**src/pls_pkg.sv**
```systemverilog
// Package with the register map, status bits, reset values and mode and power-state types of the local I/O block.
package pls_pkg;

	// ----------------------------------------------------------------
	// Register offsets
	// ----------------------------------------------------------------
	localparam logic [3:0] ADDR_STATUS    = 4'h0;
	localparam logic [3:0] ADDR_MASK      = 4'h1;
	localparam logic [3:0] ADDR_IRQ_EN    = 4'h2;
	localparam logic [3:0] ADDR_IRQ_ACK   = 4'h3;
	localparam logic [3:0] ADDR_PENDING   = 4'h4;
	localparam logic [3:0] ADDR_MODE_REQ  = 4'h5;
	localparam logic [3:0] ADDR_MODE      = 4'h6;
	localparam logic [3:0] ADDR_CYCLE_END = 4'h7;
	localparam logic [3:0] ADDR_INPUTS    = 4'h8;
	localparam logic [3:0] ADDR_OUTPUTS   = 4'h9;
	localparam logic [3:0] ADDR_POWER     = 4'ha;
	localparam logic [3:0] ADDR_SAVE_DONE = 4'hb;

	// ----------------------------------------------------------------
	// Status bit positions
	// ----------------------------------------------------------------
	localparam int STAT_EDGE_LSB  = 0;
	localparam int STAT_POWERFAIL = 4;
	localparam int STAT_MODE_CHG  = 5;
	localparam int STAT_WIDTH     = 6;

	// ----------------------------------------------------------------
	// Reset values
	// ----------------------------------------------------------------
	localparam logic [5:0] MASK_RESET   = 6'h00;
	localparam logic [3:0] IRQ_EN_RESET = 4'h0;
	localparam logic [7:0] OUT_RESET    = 8'h00;

	// ----------------------------------------------------------------
	// Operating modes and power states
	// ----------------------------------------------------------------
	typedef enum logic [0:0] {
		MODE_STOP = 1'b0,
		MODE_RUN  = 1'b1
	} pls_mode_t;

	typedef enum logic [1:0] {
		PWR_NORMAL = 2'b00,
		PWR_SAVING = 2'b01,
		PWR_DOWN   = 2'b10
	} pls_pwr_t;

endpackage : pls_pkg

```
**src/pls_local_io.sv**
```systemverilog
// Local I/O, interrupt inputs, run/stop selection and power-fail sequencing.
// ----------------------------------------------------------------
// Overview of operation
// - Local inputs 0 to 3 can each be enabled as interrupt sources.
// - Only rising edges of enabled interrupt inputs count as events.
// - A detected edge requests its routine at once, not at cycle boundaries.
// - An interrupt request immediately suspends the running program section.
// - Each output LED is lit exactly while its terminal is high; each input LED follows its terminal two clocks later.
// - Upper LED rows show the eight inputs, lower rows the six outputs.
// - Selector is sampled only at program cycle end, then that state entered.
// - Moving to Stop while running finishes the current cycle first.
// - Software mode requests act only as far as the selector allows.
// - Supply collapse switches off the 5 V supply to the I/O modules.
// - The warning signal starts an orderly power-down of the CPU.
// - Voltage drop starts data saving and cuts I/O 5 V to save energy.
// ----------------------------------------------------------------
//
// Design decisions made here: the strobed register port and the placing of the registers.
`timescale 1ns/1ps
`default_nettype none

module pls_local_io #(
	parameter int N_INPUTS  = 8,
	parameter int N_OUTPUTS = 6,
	parameter int N_IRQ     = 4
) (
	input  wire logic                 clk_sys_i,
	input  wire logic                 reset_i,
	input  wire logic [3:0]           bus_addr_i,
	input  wire logic [31:0]          bus_wdata_i,
	input  wire logic                 bus_wr_i,
	input  wire logic                 bus_rd_i,
	output logic      [31:0]          bus_rdata_o,
	input  wire logic [N_INPUTS-1:0]  local_input_i,
	input  wire logic                 run_stop_selector_i,
	input  wire logic                 supply_collapse_warning_i,
	output logic                      irq_o,
	output logic                      cpu_suspend_o,
	output logic      [N_IRQ-1:0]     irq_request_o,
	output logic      [N_OUTPUTS-1:0] local_output_o,
	output logic      [N_INPUTS-1:0]  led_input_row_o,
	output logic      [N_OUTPUTS-1:0] led_output_row_o,
	output logic                      run_o,
	output logic                      io_supply_enable_o,
	output logic                      data_save_req_o,
	output logic                      cpu_power_down_o
);

	// ----------------------------------------------------------------
	// Elaboration checks
	// ----------------------------------------------------------------
	if (N_IRQ != 4 || N_INPUTS < N_IRQ || N_INPUTS > 8 || N_OUTPUTS > 8 || N_OUTPUTS < 1)
	begin : g_bad_params
		$error("pls_local_io: unsupported width parameters");
	end

	// ----------------------------------------------------------------
	// State
	// ----------------------------------------------------------------
	typedef struct packed {
		logic [N_INPUTS-1:0]  in_meta;
		logic [N_INPUTS-1:0]  in_sync;
		logic [N_INPUTS-1:0]  in_prev;
		logic                 sel_meta;
		logic                 sel_sync;
		logic                 pf_meta;
		logic                 pf_sync;
		logic [N_IRQ-1:0]     irq_en;
		logic [N_IRQ-1:0]     pending;
		logic [5:0]           status;
		logic [5:0]           mask;
		logic                 sw_run_req;
		pls_pkg::pls_mode_t   mode;
		pls_pkg::pls_pwr_t    pwr;
		logic [N_OUTPUTS-1:0] outputs;
		logic [31:0]          rdata;
	} pls_state_t;

	pls_state_t st;
	pls_state_t next_st;

	function automatic logic hit(input logic [3:0] a, input logic [3:0] reg_addr);
		hit = (a == reg_addr);
	endfunction

	// ----------------------------------------------------------------
	// Next-state logic
	// ----------------------------------------------------------------
	always_comb
	begin
		logic [N_IRQ-1:0] edge_pulse;
		logic             cycle_end;
		logic             mode_before;
		logic [5:0]       set_bits;
		next_st = st;
		edge_pulse = '0;
		set_bits = '0;
		cycle_end = 1'b0;
		mode_before = 1'b0;

		// Two-stage synchronisers; the first stage feeds only the second.
		next_st.in_meta  = local_input_i;
		next_st.in_sync  = st.in_meta;
		next_st.in_prev  = st.in_sync;
		next_st.sel_meta = run_stop_selector_i;
		next_st.sel_sync = st.sel_meta;
		next_st.pf_meta  = supply_collapse_warning_i;
		next_st.pf_sync  = st.pf_meta;

		// Rising edge only, on enabled inputs 0 to 3.
		edge_pulse = st.in_sync[N_IRQ-1:0] & ~st.in_prev[N_IRQ-1:0] & st.irq_en;

		cycle_end = bus_wr_i && hit(bus_addr_i, pls_pkg::ADDR_CYCLE_END);
		mode_before = st.mode;

		// ----------------------------------------------------------------
		// Register writes
		// ----------------------------------------------------------------
		if (bus_wr_i)
		begin
			if (hit(bus_addr_i, pls_pkg::ADDR_MASK))
				next_st.mask = bus_wdata_i[5:0];
			if (hit(bus_addr_i, pls_pkg::ADDR_IRQ_EN))
				next_st.irq_en = bus_wdata_i[N_IRQ-1:0];
			if (hit(bus_addr_i, pls_pkg::ADDR_IRQ_ACK))
				next_st.pending = st.pending & ~bus_wdata_i[N_IRQ-1:0];
			if (hit(bus_addr_i, pls_pkg::ADDR_MODE_REQ))
				next_st.sw_run_req = bus_wdata_i[0];
			if (hit(bus_addr_i, pls_pkg::ADDR_OUTPUTS) && st.pwr == pls_pkg::PWR_NORMAL)
				next_st.outputs = bus_wdata_i[N_OUTPUTS-1:0];
		end
		// A new edge wins over an acknowledge in the same cycle.
		next_st.pending = next_st.pending | edge_pulse;

		// Mode changes happen at a cycle end, or at once to Stop on power failure; otherwise a running cycle completes.
		if (cycle_end)
		begin
			if (st.sel_sync && st.sw_run_req)
				next_st.mode = pls_pkg::MODE_RUN;
			else
				next_st.mode = pls_pkg::MODE_STOP;
		end

		// ----------------------------------------------------------------
		// Power-fail sequence
		// ----------------------------------------------------------------
		unique case (st.pwr)
			pls_pkg::PWR_NORMAL:
				if (st.pf_sync)
					next_st.pwr = pls_pkg::PWR_SAVING;
			pls_pkg::PWR_SAVING:
				// The warning may drop again; saving carries on regardless.
				if (bus_wr_i && hit(bus_addr_i, pls_pkg::ADDR_SAVE_DONE))
					next_st.pwr = pls_pkg::PWR_DOWN;
			pls_pkg::PWR_DOWN:
				next_st.pwr = pls_pkg::PWR_DOWN;
			default:
				next_st.pwr = pls_pkg::PWR_DOWN;
		endcase
		if (st.pwr != pls_pkg::PWR_NORMAL)
		begin
			next_st.mode = pls_pkg::MODE_STOP;
			next_st.outputs = pls_pkg::OUT_RESET[N_OUTPUTS-1:0];
		end

		// ----------------------------------------------------------------
		// Sticky status, cleared by reading it; a new event wins
		// ----------------------------------------------------------------
		set_bits[pls_pkg::STAT_EDGE_LSB +: 4] = edge_pulse;
		set_bits[pls_pkg::STAT_POWERFAIL] = st.pf_sync && st.pwr == pls_pkg::PWR_NORMAL;
		set_bits[pls_pkg::STAT_MODE_CHG] = (next_st.mode != mode_before);
		if (bus_rd_i && hit(bus_addr_i, pls_pkg::ADDR_STATUS))
			next_st.status = set_bits;
		else
			next_st.status = st.status | set_bits;

		// ----------------------------------------------------------------
		// Read data, valid in the cycle after the strobe only
		// ----------------------------------------------------------------
		next_st.rdata = '0;
		if (bus_rd_i)
		begin
			unique case (bus_addr_i)
				pls_pkg::ADDR_STATUS:   next_st.rdata = {26'h0, st.status};
				pls_pkg::ADDR_MASK:     next_st.rdata = {26'h0, st.mask};
				pls_pkg::ADDR_IRQ_EN:   next_st.rdata = {28'h0, st.irq_en};
				pls_pkg::ADDR_PENDING:  next_st.rdata = {28'h0, st.pending};
				pls_pkg::ADDR_MODE_REQ: next_st.rdata = {31'h0, st.sw_run_req};
				pls_pkg::ADDR_MODE:     next_st.rdata = {30'h0, st.sel_sync, st.mode};
				pls_pkg::ADDR_INPUTS:
					next_st.rdata = {{(32-N_INPUTS){1'b0}}, st.in_sync};
				pls_pkg::ADDR_OUTPUTS:
					next_st.rdata = {{(32-N_OUTPUTS){1'b0}}, st.outputs};
				pls_pkg::ADDR_POWER:    next_st.rdata = {30'h0, st.pwr};
				default:                next_st.rdata = 32'h0000_0000;
			endcase
		end
	end

	// ----------------------------------------------------------------
	// State register
	// ----------------------------------------------------------------
	always_ff @(posedge clk_sys_i)
	begin
		if (reset_i)
		begin
			st            <= '0;
			st.irq_en     <= pls_pkg::IRQ_EN_RESET;
			st.mask       <= pls_pkg::MASK_RESET;
			st.mode       <= pls_pkg::MODE_STOP;
			st.pwr        <= pls_pkg::PWR_NORMAL;
			st.outputs    <= pls_pkg::OUT_RESET[N_OUTPUTS-1:0];
		end
		else
			st <= next_st;
	end

	// ----------------------------------------------------------------
	// Outputs
	// ----------------------------------------------------------------
	assign bus_rdata_o        = st.rdata;
	assign irq_o              = |(st.status & st.mask);
	assign irq_request_o      = st.pending;
	assign cpu_suspend_o      = |st.pending;
	assign local_output_o     = st.outputs;
	// LEDs follow the terminal levels: inputs on the upper rows, outputs on the lower.
	assign led_input_row_o    = st.in_sync;
	assign led_output_row_o   = st.outputs;
	assign run_o              = st.mode;
	assign io_supply_enable_o = (st.pwr == pls_pkg::PWR_NORMAL);
	assign data_save_req_o    = (st.pwr == pls_pkg::PWR_SAVING);
	assign cpu_power_down_o   = (st.pwr == pls_pkg::PWR_DOWN);

endmodule // pls_local_io

`default_nettype wire

```
**config.mk**
```make
export PLATFORM = sky130hd
export DESIGN_NAME = pls_local_io
export DESIGN_NICKNAME = d
export VERILOG_FILES = /design/src/pls_pkg.sv /design/src/pls_local_io.sv
export SDC_FILE = /design/constraint.sdc
export NUM_CORES = 1
export LEC_CHECK = 0
export BUFFER_PORTS_ARGS = -buffer_cell sky130_fd_sc_hd__buf_2
export CAP_MARGIN = 10
export CELL_PAD_IN_SITES_DETAIL_PLACEMENT = 1
export CELL_PAD_IN_SITES_GLOBAL_PLACEMENT = 1
export CORE_MARGIN = 10
export CORE_UTILIZATION = 35
export DETAILED_ROUTE_END_ITERATION = 8
export PLACE_DENSITY_LB_ADDON = 0.1
export SKIP_LAST_GASP = 1
export SYNTH_ARGS = -nofsm -noshare
export SYNTH_HDL_FRONTEND = slang
export SYNTH_SLANG_ARGS = --single-unit
```
**constraint.sdc**
```tcl
create_clock -name clk_sys_i -period 1.2 [get_ports clk_sys_i]
set_input_delay 0.24 -clock clk_sys_i [delete_from_list [all_inputs] [get_ports clk_sys_i]]
set_output_delay 0.24 -clock clk_sys_i [all_outputs]
set_load 0.01 [all_outputs]
```
==> results of run 1 <==
==> cells by family after synthesis <==
logic type / after synthesis / synth area share [%]
AND/OR/NAND/NOR: 122 / 22.9
buffers and inverters: 75 / 17.5
flip-flops: 62 / 43.2
AO/OA/AOI/OAI: 48 / 9.89
multiplexers: 18 / 6.36
other: 1 / 0.131
==> path summary, 6_finish.rpt <==
kind,cells past startpoint,slack [ns],startpoint,endpoint
max,2,-0.36,irq_request_o[1]$_SDFF_PP0_,cpu_suspend_o
min,2,0.11,local_input_i[3],next_st[77]$_SDFF_PP0_
max reg2reg,4,0.04,st[39]$_SDFFE_PP0P_,bus_rdata_o[1]$_SDFF_PP0_
min reg2reg,1,0.43,next_st[79]$_SDFF_PP0_,led_input_row_o[5]$_SDFF_PP0_
==> sequential cells by signal (all words and copies together) (netlist names) <==
register,cells
bus_rdata_o,8
irq_request_o,4
led_input_row_o,8
led_output_row_o,6
next_st,10
st,25
run_o,1
==> critical path: cells and delay by family (launching register included) <==
| family | cells | cell delay, ns |
|---|---|---|
| and+or+nand+nor | 1 | 0.54 |
| DFF | 1 | 0.31 |
| buffers and inverters | 1 | 0.14 |
==> cell usage after synthesis (2+ instances only) <==
cell type / number
nor2b_1: 29
o22ai_1: 2
a31oi_1: 4
nand4b_1: 2
or3_1: 2
a21oi_1: 21
buf_4: 57
a21o_1: 2
mux2i_1: 16
inv_1: 4
and2_1: 4
nand3_1: 21
dfxtp_1: 62
nand3b_1: 6
nor2_1: 19
o22a_1: 2
nor3b_1: 2
buf_2: 6
clkbuf_1: 7
nand2_1: 26
nor4_1: 2
a22oi_1: 5
o21ai_0: 9
==> power breakdown <==
group | switching (mW) | total, mW | internal (mW)
registers | 0.0253 | 2.13 | 2.10
clock network | 0.848 | 2.07 | 1.22
logic | 0.249 | 0.443 | 0.194
total | 1.12 | 4.64 | 3.51
==> final cells by class <==
type,instances,area share [%]
Clock buffer,10,3.73
Timing Repair Buffer,116,21.5
Tap cell,102,3.45
Sequential cell,62,34.2
Inverter,4,0.406
Clock inverter,6,2.30
Multi-Input combinational cell,212,34.5
==> per-layer routing <==
layer | global-route usage [%] | share of wire, %
met1 | 16.8 | 45
met2 | 22.2 | 48
met3 | 4.54 | 5.8
met4 | 5.53 | 1.4
met5 | 0 | 0
==> what timing repair did <==
| action | CTS | global route |
|---|---|---|
| pin swaps | 5 | 6 |
| resized for setup | 25 | 19 |
| endpoints found under the setup margin | 9 | 20 |
| setup buffers | 9 | 1 |
==> through the flow <==
step | instances | setup WS [ns] | total power [mW] | setup TNS [ns]
after global placement | 486 | -0.187 | 2.57 | -3.17
after floorplan | 349 | 0.0627 | 2.45 | 0
after detailed placement | 486 | -0.180 | 2.58 | -3.45
after global routing | 512 | -0.409 | 4.85 | -1.13
after CTS | 511 | -0.389 | 4.69 | -1.24
final | 512 | -0.362 | 4.64 | -0.768
==> impl_results.md, run 1 <==
* Status: complete, but fails checks
* Violated checks: negative setup slack
* Die H at 111 um
* CTS tree: done
* Skew-Pair Late Insertion Delay at 0.34 ns
* Leading cell types in the layout, fill and taps excluded: buf_2 (52), buf_4 (50), dfxtp_1 (47), nor2b_1 (28), nand2_1 (26)
* Pleak at 1.65 nW
* Worst-path maximum fanout at 2
* Max-slew violation count at 0
* Pre-antenna DRT Iters at 4
* Worst setup EP type: output port
* Synth warn at 0
* Hold buffers post-CTS at 0
* Ant diodes at 0
* Final Util at 47.1%
* # port buffers at roughly 60
* Sink Count at 62
* Total Routed Length at 8.89 mm
* Synth top area share at 43.2%
* Most common cell after layout, fill and taps aside: buf_2
* Leading area contributor after synthesis: dfxtp_1
* Post-Syn Area at 2870 um^2
* Final #Nets at 455
* Footprint of the multi-input gates at ~1300 um^2
* Die Wd at between 100 and 150 um
* Largest net degree at the start of global routing at 36
* Final Hold Fails at 0
* Starting DRT DRC Count at between 90 and 100
* DRC at 0
* Slowest stage delay, CP at 0.54 ns
* VDD IR max at 522 uV
* Cell Rows at 32
* Worst path cell trace: or4_4 -> buf_6
* Hold Slack at 0.110 ns
* First-pass GRT wire length at ~14 mm
* Routability Congestion at 0.855
* Post-route design area at 3690 um^2
* RSZ-0062 raised after global routing: true
* CP arrival at roughly 1.3 ns
* Seq/Total Area, Yosys at between 40% and 50%
* Ys async rst share at 0%
* Power density cells at 1260 nW/um^2
* Initial core utilization at 36.6%
* Vias per cell at 4.71
* GRT Total Usage at 13.9%
* Cell count after synthesis at 326
* CTS Buf Count at 9
* Max_cap viols at 0
* Antenna-violating nets left at 0
* FF/Latch Area at approximately 1300 um^2
* DIE AREA at 12200 um^2
* Synthesized area per cell at a little under 9 um^2
* Worst-path clk slew at 0.07 ns
* Initial antenna violation count at 0
* Setup violators final at 5
* Synth cell types at 39
* Post-synth top flop: dfxtp_1
* Hold WC Path Type: in -> reg
* Synthesized flop and latch total at 62
* Fill count at 952
* Hpwl dp at 6.60 mm
* Number of global-route vias before repair at 2629
* Fmax at between 600 and 700 MHz
* Max H-tree Level at 3
* Post-route minimum period at approximately 1.6 ns
* Io pins at 112
* Crit path required time at ~0.96 ns
* Final period util at 130%
* Clk_skew at 0.0112 ns
* Critical path launch point type: register
* Routed wire per std cell at 17.4 um
* Area contributors post-synth: dfxtp_1 (43%), buf_4 (15%), nor2b_1 (6.3%)
* Core Footprint at slightly below 8000 um^2
* Post-synth EDFFs at 0
* Area grow syn2layout at 28.6%
* Vias at 2413
* Grt total ovfl at 0
* Final worst setup slack at -0.362 ns
* Maximum buffer depth of the clock tree at 2
* Placed Area at 3240 um^2
* CP max-delay cell: or4_4
* CTS root buf: clkbuf_8
* Layout cells sized above 1 at 39.0%
* Critical path type: reg -> out
(Power assumes the default switching activity.)
==> run 2: changes to the inputs <==
- PLACE_DENSITY: unset -> 0.81
- PLACE_DENSITY_LB_ADDON: 0.1 -> unset
==> impl_results.md, run 2 (synthesis gave the netlist of run 1 again) <==
* Fill count at 963
* Hold Slack at 0.108 ns
* Logic pwr share at 9.9%
* Status: complete, but fails checks
* Maximum buffer depth of the clock tree at 2
* Max-slew violation count at 0
* Core Footprint at around 7800 um^2
* DIE AREA at 12200 um^2
* Sink Count at 62
* Most common cell after layout, fill and taps aside: buf_2
* Number of global-route vias before repair at between 2000 and 3000
* Die H at 111 um
* Ant diodes at 0
* Internal Power at 3.57 mW
* Power density cells at 1270 nW/um^2
* Clock power frac at roughly 44%
* Critical path launch point type: register
* Cell Rows at 32
* Fmax at 642 MHz
* Hold WC Path Type: in -> reg
* VDD IR max at 531 uV
* Most flop-heavy register: st
* Placed Area at about 3300 um^2
* Worst-path clk slew at 0.07 ns
* GRT Total Usage at roughly 14%
* Initial antenna violation count at 0
* Leading cell types in the layout, fill and taps excluded: buf_2 (55), dfxtp_1 (54), buf_4 (47), nor2b_1 (28), nand2_1 (26)
* CTS root buf: clkbuf_8
* Clk_skew at between 0.005 and 0.006 ns
* Grt total ovfl at 0
* Psw at approximately 1.1 mW
* Initial core utilization at 36.6%
* Post-route insts no fill at 506
* Skew-Pair Late Insertion Delay at about 0.33 ns
* Total power at 4.63 mW
* Final Hold Fails at 0
* Total Routed Length at 8.76 mm
* Max H-tree Level at 3
* Max_cap viols at 0
* Final #Nets at 450
* DRC at 0
* RSZ-0062 raised after global routing: true
* Vias per cell at 4.76
* Pre-antenna DRT Iters at 4
* Final worst setup slack at -0.357 ns
* Flop pwr share at 46.0%
* Setup violators final at 5
* Crit path required time at 0.96 ns
* Critical path type: reg -> out
* # port buffers at 61
* DP Cell Count at around 490
* Hold buffers post-CTS at 0
* CTS tree: done
* Final Util at 46.4%
* CP arrival at approximately 1.3 ns
* Post-route design area at 3640 um^2
* Antenna-violating nets left at 0
* Dpl ws at -0.204 ns
* Violated checks: negative setup slack
* Largest net degree at the start of global routing at 44
* Worst-path maximum fanout at 2
* Hpwl dp at 6.61 mm
* Total negative slack at -0.817 ns
* Layout cells sized above 1 at 37.6%
* Pleak at between 1.5 and 2 nW
* Max reg flops at 25
* Worst setup EP type: output port
* Routed wire per std cell at between 15 and 20 um
* Vias at approximately 2400
* Routability Congestion at 0.889
* Io pins at between 100 and 150
* Sw Ratio at 22.9%
* CTS Buf Count at 9
* Die Wd at 111 um
* Final period util at 130%
* Area grow syn2layout at 26.9%
* First-pass GRT wire length at 13.8 mm
* Post-route minimum period at ~1.6 ns
* Starting DRT DRC Count at 58
run 2: what timing repair did:
action	CTS	global route
setup buffers	3	1
gates resized for setup	13	21
setup endpoints to repair	5	18
pin swaps	4	5
run 2: power groups by stage:
stage                     Clock (mW)  Combinational, mW  Sequential (mW)
after global routing            2.19              0.497             2.13
after global placement             0              0.413             2.18
after CTS                       2.11              0.438             2.13
after detailed placement           0              0.423             2.18
final                           2.04              0.456             2.13
after floorplan                    0              0.287             2.17
run 2: worst max-delay path, cell delays in order (launching register included):
cell     delay [ns]
dfxtp_2        0.32
or4_4          0.52
buf_6          0.14
run 2: final timing paths:
path	startpoint	end	slack (ns)	cells after the start
worst min-delay path	local_input_i[6]	next_st[80]$_SDFF_PP0_	0.11	2
worst min register to register	next_st[76]$_SDFF_PP0_	led_input_row_o[2]$_SDFF_PP0_	0.44	1
worst max-delay path	irq_request_o[3]$_SDFF_PP0_	cpu_suspend_o	-0.36	2
worst max register to register	st[38]$_SDFFE_PP0P_	bus_rdata_o[0]$_SDFF_PP0_	0	5
run 2: cell type report:
class	count	area [um^2]	area share, %
Clock buffer	11	151	4.15
Multi-Input combinational cell	212	1290	35.3
Clock inverter	4	70.1	1.92
Tap cell	102	128	3.50
Timing Repair Buffer	111	738	20.3
Sequential cell	62	1260	34.5
Inverter	4	15.0	0.412
run 2: routing by layer:
metal	track usage (%)	routed length, um	share of wire [%]	vias to the layer above
met5	0	0	0	-
met4	4.84	112	1.3	0
met3	4.75	468	5.3	10
met2	24.0	4520	52	70
met1	15.3	3660	42	1165
li1	-	-	-	1165
==> run 3: changes to the inputs <==
- RECOVER_POWER: unset -> 50
==> impl_results.md, run 3 (synthesis gave the netlist of run 1 again) <==
* RSZ-0062 raised after global routing: true
* Vias at 2416
* Maximum buffer depth of the clock tree at 2
* Max_cap viols at 0
* Die H at 111 um
* Core Footprint at between 7000 and 8000 um^2
* Largest net degree at the start of global routing at 44
* GRT Total Usage at 13.8%
* Ant diodes at 0
* Crit path required time at 0.96 ns
* Number of global-route vias before repair at 2631
* Total Routed Length at about 8.8 mm
* Final worst setup slack at -0.358 ns
* Skew-Pair Late Insertion Delay at 0.33 ns
* Slew margin rel. at ~40%
* Critical path launch point type: register
* Routed wire per std cell at 17.4 um
* Starting DRT DRC Count at 76
* DIE AREA at 12200 um^2
* Worst-path maximum fanout at 2
* CTS tree: done
* Pre-antenna DRT Iters at 4
* Area grow syn2layout at 26.3%
* Slew @ Worst Pin at 0.901 ns
* Power density cells at about 1300 nW/um^2
* Setup violators final at 6
* Status: complete, but fails checks
* Post-route minimum period at 1.56 ns
* Critical path type: reg -> out
* Total power at 4.63 mW
* Worst-path clk slew at 0.07 ns
* Final Hold Fails at 0
* Initial core utilization at 36.6%
* Pleak at 1.61 nW
* CTS root buf: clkbuf_8
* Most flop-heavy register: st
* Min-Delay Path Depth at 2
* Fmax at 642 MHz
* Fill count at 965
* VDD IR max at 531 uV
* Layout cells sized above 1 at 36.6%
* Sink Count at between 60 and 70
* Grt total ovfl at 0
* Initial antenna violation count at 0
* DRC at 0
* Max H-tree Level at 3
* Clk_skew at 0.00537 ns
* Vias per cell at between 4 and 5
* First-pass GRT wire length at 13.8 mm
* Routability Congestion at 0.889
* Final period util at 130%
* Cell Rows at 32
* Violated checks: negative setup slack
* Worst setup EP type: output port
* R2R cell count at 5
* Hpwl dp at 6.61 mm
* Max-slew violation count at 0
* Final #Nets at 450
* Total negative slack at -0.810 ns
* # port buffers at roughly 60
* Io pins at 112
* Die Wd at 111 um
* Hold Slack at about 0.11 ns
* Leading cell types in the layout, fill and taps excluded: dfxtp_1 (54), buf_2 (52), buf_4 (45), nor2b_1 (28), nand2_1 (26)
* Most common cell after layout, fill and taps aside: dfxtp_1
* CTS Buf Count at 9
* Max reg flops at 25
* CP arrival at 1.32 ns
* Antenna-violating nets left at 0
* Hold WC Path Type: in -> reg
[run 3: cell types whose count changed in the layout (fill, tap and decap cells not counted), sizes merged]
cell | previous run | this run
buf | 111 | 106
clkbuf | 11 | 16
[run 3: layout make-up]
class                   instances  area, um^2  area share, %
clock buffers                  11         151           4.17
clock inverters                 4        70.1           1.93
inverters                       4        15.0          0.414
multi-input cells             212        1280           35.2
flip-flops and latches         62        1260           34.6
well taps                     102         128           3.52
repair buffers                111         729           20.1
[run 3: metal layers]
layer  up-vias  track usage [%]  routed length (um)
met5         -                0                   0
met4         0             4.84                 111
met3        10             4.75                 421
met2        65             24.0                4500
met1      1174             15.3                3750
li1       1167                -                   -
[run 3: critical path, cell delays in order (launching register included)]
cell and delay (ns):
dfxtp_2 0.32, or4_4 0.52, buf_6 0.14
[run 3: final timing paths]
check	startpoint	end	slack (ns)
setup reg to reg	st[38]$_SDFFE_PP0P_	bus_rdata_o[0]$_SDFF_PP0_	0.01
setup / recovery	irq_request_o[3]$_SDFF_PP0_	cpu_suspend_o	-0.36
hold reg to reg	next_st[76]$_SDFF_PP0_	led_input_row_o[2]$_SDFF_PP0_	0.44
hold / removal	local_input_i[6]	next_st[80]$_SDFF_PP0_	0.11
[run 3: repair_timing]
item	in CTS	in global routing
hold buffers	0	0
buffers inserted	3	1
resized for setup	13	21
pin swaps	4	5
setup endpoints to repair	5	18
[run 3: power breakdown]
| part | switching (mW) | total [mW] | internal (mW) |
|---|---|---|---|
| clock | 0.783 | 2.05 | 1.26 |
| sequential | 0.0277 | 2.13 | 2.10 |
| combinational | 0.254 | 0.453 | 0.199 |
| total | 1.06 | 4.63 | 3.56 |
[run 3: metrics by stage]
step	std cells	utilization (%)	setup WS, ns	area [um^2]
2_1_floorplan	349	-	0.0627	2960
3_3_place_gp	487	41.6	-0.221	3260
3_5_place_dp	487	41.6	-0.204	3260
4_1_cts	505	45.2	-0.369	3550
5_1_grt	506	46.2	-0.396	3630
6_report	506	46.2	-0.358	3630
